$ cat src/mpt_defs.svh
`ifndef MPT_DEFS_SVH
`define MPT_DEFS_SVH
`define MPT_NUM_CH 8
`define MPT_NUM_PAIR 4
`define MPT_CNT_RST 16'h0000
`define MPT_PER_RST 8'hff
`define MPT_DUTY_RST 8'h00
`endif

$ cat src/mpt_pkg.sv
package mpt_pkg;
    typedef logic [7:0] mpt_byte_t;
    typedef logic [15:0] mpt_word_t;
    typedef enum logic [1:0] {
        MPT_UP = 2'b01,
        MPT_DOWN = 2'b10
    } mpt_dir_t;
endpackage

$ cat src/mpt_chan.sv
`include "mpt_defs.svh"
// One modulator on a 16-bit counter; an 8-bit channel uses the low byte only.
module mpt_chan
    import mpt_pkg::*;
(
    // Clock and reset
    input wire logic clock,
    input wire logic reset,
    // Settings
    input wire logic enable,
    input wire logic wide,
    input wire logic center,
    input wire logic pcm,
    input wire logic polarity,
    input wire mpt_word_t period,
    input wire mpt_word_t duty,
    // Waveform
    output logic wave
);
    mpt_word_t cnt_r, cnt_nxt;
    mpt_dir_t dir_r, dir_nxt;
    mpt_word_t acc_r, acc_nxt;
    logic wave_r, wave_nxt;
    logic [16:0] acc_sum;
    logic at_top, at_zero, active, pcm_hit, full;
    mpt_word_t per_m, duty_m;

    assign per_m = wide ? period : {8'h00, period[7:0]};
    assign duty_m = wide ? duty : {8'h00, duty[7:0]};
    assign at_top = (cnt_r >= per_m - 16'h0001) || (per_m == 16'h0000);
    assign at_zero = (cnt_r == 16'h0000);
    // Density modulation: duty accumulator reaching the period spreads active time
    assign acc_sum = {1'b0, acc_r} + {1'b0, duty_m};
    assign pcm_hit = (acc_sum >= {1'b0, per_m}) && (per_m != 16'h0000);
    // Full is decided on settings alone, so a counter left above a lowered period
    // cannot punch a gap into a 100% output
    assign full = (duty_m >= per_m) && (per_m != 16'h0000);
    // Zero duty never matches; zero period stays inactive
    assign active = full || (pcm ? pcm_hit : ((per_m != 16'h0000) && (cnt_r < duty_m)));
    assign wave_nxt = enable ? (active ~^ polarity) : ~polarity;

    always_comb begin
        cnt_nxt = cnt_r;
        dir_nxt = dir_r;
        acc_nxt = acc_r;
        if (!enable) begin
            cnt_nxt = 16'h0000;
            dir_nxt = MPT_UP;
            acc_nxt = 16'h0000;
        end else if (pcm) begin
            acc_nxt = pcm_hit ? acc_sum[15:0] - per_m : acc_sum[15:0];
            cnt_nxt = at_top ? 16'h0000 : cnt_r + 16'h0001;
        end else if (!center) begin
            cnt_nxt = at_top ? 16'h0000 : cnt_r + 16'h0001;
        end else begin
            case (dir_r)
                MPT_UP: begin
                    if (at_top) begin
                        dir_nxt = MPT_DOWN;
                        cnt_nxt = (cnt_r == 16'h0000) ? cnt_r : cnt_r - 16'h0001;
                    end else begin
                        cnt_nxt = cnt_r + 16'h0001;
                    end
                end
                MPT_DOWN: begin
                    if (at_zero) begin
                        dir_nxt = MPT_UP;
                        cnt_nxt = cnt_r + 16'h0001;
                    end else begin
                        cnt_nxt = cnt_r - 16'h0001;
                    end
                end
                default: begin
                    dir_nxt = MPT_UP;
                    cnt_nxt = 16'h0000;
                end
            endcase
        end
    end

    always_ff @(posedge clock or posedge reset) begin
        if (reset) begin
            cnt_r <= `MPT_CNT_RST;
            dir_r <= MPT_UP;
            acc_r <= 16'h0000;
            wave_r <= 1'b0;
        end else begin
            cnt_r <= cnt_nxt;
            dir_r <= dir_nxt;
            acc_r <= acc_nxt;
            wave_r <= wave_nxt;
        end
    end

    assign wave = wave_r;
endmodule

$ cat src/mpt_timer.sv
// Notes on behaviour
// Eight 8-bit channels, each with its own counter, period and duty.
// Each enabled channel, except the lower one of a joined pair, runs its waveform continuously and on its own.
// Duty covers 0% (never active) through 100% (always active).
// A density mode spreads the active time across the period.
// Each output's active level is selected per channel.
// Left aligned counts up and wraps; center aligned counts up then down.
// Pairs 7:6, 5:4, 3:2 and 1:0 can join into 16-bit channels.
// Each pair joins independently of the others.
// A joined pair drives the higher channel's pin; the lower gives the low period and duty bytes and its pin idles.
`include "mpt_defs.svh"
module mpt_timer
    import mpt_pkg::*;
(
    // Clock and reset
    input wire logic clock,
    input wire logic reset,
    // Per-channel control and per-pair join
    input wire logic [7:0] ch_enable,
    input wire logic [7:0] ch_polarity,
    input wire logic [7:0] ch_center,
    input wire logic [7:0] ch_pcm,
    input wire logic [3:0] pair_join,
    // Per-channel period and duty, channel n in bits 8n+7:8n
    input wire logic [63:0] ch_period,
    input wire logic [63:0] ch_duty,
    // Pins
    output logic [7:0] pwm_out
);
    logic [7:0] wave;
    logic [7:0] wide;
    logic [7:0] run;

    ////////////////////////////////////////////////////////////////
    genvar g;
    generate
        for (g = 0; g < `MPT_NUM_CH; g++) begin : g_ch
            localparam int P = g / 2;
            localparam int HI = (g % 2 == 1) ? 1 : 0;
            mpt_word_t per_w, duty_w;
            // High channel of a joined pair owns the upper byte; unjoined, own byte only
            assign per_w = wide[g] ? {ch_period[8*g +: 8], ch_period[8*(g-HI) +: 8]}
                                   : {8'h00, ch_period[8*g +: 8]};
            assign duty_w = wide[g] ? {ch_duty[8*g +: 8], ch_duty[8*(g-HI) +: 8]}
                                    : {8'h00, ch_duty[8*g +: 8]};
            assign wide[g] = pair_join[P] & (HI == 1);
            // Lower channel idles while joined
            assign run[g] = ch_enable[g] & ~(pair_join[P] & (HI == 0));
            mpt_chan u_chan (
                .clock(clock),
                .reset(reset),
                .enable(run[g]),
                .wide(wide[g]),
                .center(ch_center[g]),
                .pcm(ch_pcm[g]),
                .polarity(ch_polarity[g]),
                .period(per_w),
                .duty(duty_w),
                .wave(wave[g])
            );
        end
    endgenerate

    assign pwm_out = wave;

    ////////////////////////////////////////////////////////////////
    // Pins lag settings by one edge, so levels are held against last cycle's polarity
    property p_off_idle;
        @(posedge clock) disable iff (reset)
        !run[0] |=> pwm_out[0] == ~$past(ch_polarity[0]);
    endproperty
    a_off_idle: assert property (p_off_idle) else $error("idle level wrong");
    property p_zero;
        @(posedge clock) disable iff (reset)
        run[3] && !ch_pcm[3] && !wide[3] && ch_duty[31:24] == 8'h00
        |=> pwm_out[3] == ~$past(ch_polarity[3]);
    endproperty
    a_zero: assert property (p_zero) else $error("zero duty went active");
    property p_full;
        @(posedge clock) disable iff (reset)
        run[4] && ch_period[39:32] != 8'h00 && ch_duty[39:32] >= ch_period[39:32]
        |=> pwm_out[4] == $past(ch_polarity[4]);
    endproperty
    a_full: assert property (p_full) else $error("full duty not active");
    property p_join_low;
        @(posedge clock) disable iff (reset)
        pair_join[0] |=> pwm_out[0] == ~$past(ch_polarity[0]);
    endproperty
    a_join_low: assert property (p_join_low) else $error("joined low pin toggled");
    property p_indep;
        @(posedge clock) disable iff (reset)
        pair_join[0] && !pair_join[1] |-> run[2] == ch_enable[2] && !wide[3];
    endproperty
    a_indep: assert property (p_indep) else $error("pair join leaked");
    property p_wide;
        @(posedge clock) disable iff (reset)
        wide[7] == pair_join[3] && !wide[6];
    endproperty
    a_wide: assert property (p_wide) else $error("wide select wrong");
    property p_idle_pol;
        @(posedge clock) disable iff (reset)
        !ch_enable[5] |=> pwm_out[5] == ~$past(ch_polarity[5]);
    endproperty
    a_idle_pol: assert property (p_idle_pol) else $error("disabled pin level wrong");
    c_join: cover property (@(posedge clock) pair_join[0] && $rose(pwm_out[1]));
    c_center: cover property (@(posedge clock) ch_center[6] && $fell(pwm_out[6]));
    c_pcm: cover property (@(posedge clock) ch_pcm[7] && $rose(pwm_out[7]));
endmodule

$ cat config.mk
export PLATFORM = sky130hd
export DESIGN_NAME = mpt_timer
export DESIGN_NICKNAME = d
export VERILOG_FILES = /design/src/mpt_pkg.sv /design/src/mpt_chan.sv /design/src/mpt_timer.sv
export VERILOG_INCLUDE_DIRS = /design/src /design/src/src
export SDC_FILE = /design/constraint.sdc
export NUM_CORES = 2
export LEC_CHECK = 0
export BUFFER_PORTS_ARGS = -buffer_cell sky130_fd_sc_hd__buf_2
export CAP_MARGIN = 10
export CORE_UTILIZATION = 45
export DETAILED_ROUTE_END_ITERATION = 16
export GPL_TIMING_DRIVEN = 0
export SLEW_MARGIN = 10
export SYNTH_ARGS = -nofsm -noshare
export SYNTH_HDL_FRONTEND = slang
export SYNTH_HIERARCHICAL = 1
export SYNTH_SLANG_ARGS = --single-unit
$ cat constraint.sdc
create_clock -name clock -period 13.1 [get_ports clock]
set_input_delay 0 -clock clock [delete_from_list [all_inputs] [get_ports clock]]
set_output_delay 0 -clock clock [all_outputs]
set_load 0.005 [all_outputs]
==> results.sh <==
export IMPL_outcome="finished clean"
export IMPL_final_area_um2=50300
export IMPL_grt_usage_pct=28.2
export IMPL_worstMarginPinSlew_ns=1.30
export IMPL_startpoint_type="primary input"
export IMPL_netlist_instances=5774
export IMPL_crit_type="in2reg"
export IMPL_gp_congestion=0.950
export IMPL_drtAntennaViolNets=0
export IMPL_ff2ff_path_depth=21
export IMPL_finClkSkew_ns=0.0349
export IMPL_cts_tree="built"
export IMPL_synth_area_um2=45000
export IMPL_finalSetupViolCount=0
export IMPL_cap_violations=0
export IMPL_vias_per_cell=5.92
export IMPL_area_growth_syn_to_layout_pct=11.7
export IMPL_cp_top_family="compound AO/OA/AOI/OAI gates"
export IMPL_route_detailed_drc=0
export IMPL_cts_resized=0
export IMPL_hold_viol_final=0
export IMPL_layout_worst_path_cycle_share_pct=42.2
export IMPL_ir_worst_vdd_v=0.000145
export IMPL_cts_sinks=280
export IMPL_synth_ff_type="dfrtp_1"
export IMPL_multiInputGateArea_um2=36100
export IMPL_pwr_density_cell_nw_per_um2=126
export IMPL_cp_depth=26
export IMPL_cts_root_buf="clkbuf_16"
export IMPL_max_stage_delay_ns=0.44
export IMPL_yosysUniqueCellTypes=109
export IMPL_cts_path_max_buffers=3
export IMPL_antenna_found_initial=13
export IMPL_rsz0062_at_grt="no"
export IMPL_endpoint_kind="flop"
export IMPL_port_buffers=168
export IMPL_initial_core_util_pct=45.6
export IMPL_fin_nets=7036
export IMPL_worst_slack_ns=7.57
export IMPL_h_tree_depth=2
export IMPL_drt_wirelength_per_cell_um=19.4
export IMPL_core_um2=98700
export IMPL_grt_max_degree=34
export IMPL_utilization_pct=50.9
export IMPL_clk_pin_slew_ns=0.06
export IMPL_dpl_worst_slack_ns=7.04
export IMPL_vias=44700
export IMPL_grt_ovfl_total=0
export IMPL_fmax_mhz=181
export IMPL_clk_latency_ns=0.65
export IMPL_worst_r2r_endpoint="g_ch[3].u_chan/wave$_DFF_PP0_"
export IMPL_ys_seq_area_share_pct=15.6
export IMPL_ys_warn_count=6
export IMPL_synthArstFlopShare_pct=100
export IMPL_hold_path_class="in2reg"
export IMPL_critPathCapture="g_ch[7].u_chan/acc_r[4]$_DFFE_PP0P_"
export IMPL_final_cells=7556
export IMPL_slew_violations=0
export IMPL_dr_first_iter_drc_count=3139
export IMPL_synth_edff_count=0
export IMPL_dr_pass1_iters=6
export IMPL_drive_gt1_share_pct=8.33
export IMPL_nFillCells=9774
export IMPL_final_seq_area_um2=7020
export IMPL_wl_mm=146
export IMPL_timing_slew_headroom_pct=12.6
export IMPL_grt_pass1_wl_mm=234
export IMPL_dpl_hpwl_mm=117
export IMPL_r2r_start="g_ch[3].u_chan/acc_r[0]$_DFFE_PP0P_"
export IMPL_pin_count=174
export IMPL_path_buf_inv=8
export IMPL_path_max_fanout=10
export IMPL_postSynthAreaPerCell_um2=7.79
export IMPL_arrival_ns=6.03
export IMPL_row_count=115
export IMPL_dieHeight_um=318
export IMPL_cts_buffers=44
export IMPL_worstSetupStartpoint="pair_join[3]"
export IMPL_required_ns=13.60
export IMPL_r2r_slack_ns=7.84
export IMPL_ys_ff_latch=280
export IMPL_placed_area_um2=48300
export IMPL_min_period_ns=5.53
export IMPL_cp_slowest_cell="a21oi_1"
export IMPL_p_leak_uw=0.0246
export IMPL_grt_pass1_vias=43060
export IMPL_dpl_cell_count=7423
export IMPL_die_w_um=318
export IMPL_fp_dieArea_um2=101000
export IMPL_fin_setup_tns_ns=0
[metrics by stage]
step                      total power, uW  hold WS [ns]
after global placement               4940         0.186
after CTS                            6330       0.00122
after floorplan                      4150        0.0910
final                                6360        0.0159
after detailed placement             4980         0.167
after global routing                 6870        0.0450
[power by group]
part           internal (uW)  total, uW  switching (uW)
registers                972       1060            83.9
logic                   1700       4000            2300
clock network            788       1290             507
[synth_stat cells (all sizes together) (19+ instances only)]
master | n | area share (%)
ha | 632 | 18
a21oi | 471 | 5.3
nand2 | 450 | 3.8
inv | 395 | 3.3
nor2 | 375 | 3.1
o21ai | 302 | 3.4
xnor2 | 274 | 5.4
dfrtp | 272 | 15
nor3 | 190 | 2.4
nand3 | 169 | 1.9
a21o | 164 | 2.7
clkbuf | 162 | 1.4
a211oi | 133 | 2.3
xor2 | 132 | 2.6
and3 | 105 | 1.5
and2 | 104 | 1.5
or3 | 96 | 1.4
mux2i | 92 | 2.0
nand2b | 87 | 1.2
a31oi | 84 | 1.2
buf | 72 | 1.0
o31ai | 71 | 1.2
o21a | 67 | 1.1
mux2 | 66 | 1.7
nor2b | 59 | 0.82
nand4 | 58 | 0.81
o211ai | 50 | 0.93
a221oi | 47 | 1.1
nor4 | 44 | 0.61
a22oi | 31 | 0.52
a21boi | 29 | 0.53
a211o | 27 | 0.53
o211a | 27 | 0.60
or4 | 25 | 0.42
and4 | 24 | 0.47
or2 | 24 | 0.33
o2111ai | 22 | 0.43
o311ai | 22 | 0.43
maj3 | 21 | 0.48
a2111oi | 20 | 0.45
o31a | 19 | 0.37
[cell families (layout without fill, tap and decap cells)]
kind of cell    count (synthesis)  count (layout)  share of synthesized area (%)
buf+inv                       630             928                           5.70
flops                         280             280                           15.6
other cells                     1             198                        0.00834
simple gates                 1868            1868                           21.2
compound gates               1757            1757                           26.8
fa+ha+maj                     669             669                           18.8
xor+xnor                      411             411                           8.22
mux                           158             158                           3.70
[sequential cells by signal (all words and copies together) (netlist names)]
signal / count
g_ch.u_chan/wave: 8
g_ch.u_chan/dir_r: 16
g_ch.u_chan/acc_r: 128
g_ch.u_chan/cnt_r: 128
[worst min path at each step]
| stage | startpoint | end | slack (ns) | cells past startpoint |
|---|---|---|---|---|
| CTS | ch_pcm[1] | g_ch[1].u_chan/acc_r[14]$_DFFE_PP0P_ | 0.001 | 3 |
| detailed placement | reset | g_ch[3].u_chan/cnt_r[12]$_DFFE_PP0P_ | 0.17 | 2 |
| floorplan | ch_polarity[1] | g_ch[1].u_chan/wave$_DFF_PP0_ | 0.09 | 1 |
| finish | ch_pcm[1] | g_ch[1].u_chan/acc_r[14]$_DFFE_PP0P_ | 0.02 | 3 |
| global route | reset | g_ch[3].u_chan/cnt_r[15]$_DFFE_PP0P_ | 0.05 | 3 |
| global placement | ch_polarity[4] | g_ch[4].u_chan/wave$_DFF_PP0_ | 0.19 | 2 |
[metal layers]
layer / part of all wire [%] / track usage, %
met5: 0.024 / 0
met4: 2.9 / 9.18
met3: 4.7 / 3.28
met2: 47 / 47.2
met1: 46 / 37.7
[timing repair]
action / 4_1_cts / 5_1_grt
endpoints found under the setup margin: 0 / 0
setup buffers: 0 / 0
endpoints found under the hold margin: 356 / 0
hold buffers: 39 / 0
[placed cells by master (no fill, tap or decap), drive strengths merged, types with 190 or more instances in the layout]
| cell | count |
|---|---|
| a21oi | 471 |
| nor3 | 190 |
| buf | 248 |
| nor2 | 375 |
| nand2 | 450 |
| o21ai | 302 |
| ha | 632 |
| clkbuf | 224 |
| xnor2 | 274 |
| dfrtp | 272 |
| inv | 395 |
[area by class of cell]
| class | count | area share, % |
|---|---|---|
| tap | 1287 | 3.20 |
| antenna | 11 | 0.0548 |
| buffer | 235 | 2.15 |
| timing repair buffer | 216 | 2.78 |
| clock buffer | 61 | 2.58 |
| sequential | 280 | 14.0 |
| inverter | 395 | 2.95 |
| multi-input combinational | 5050 | 71.8 |
| clock inverter | 21 | 0.480 |
[worst min-delay path: cells and delay by family]
kind / cells / cell delay (ns)
AO/OA/AOI/OAI: 2 / 0.34
buffers and inverters: 1 / 0.26
No activity file was read; power rests on OpenSTA's default activity.
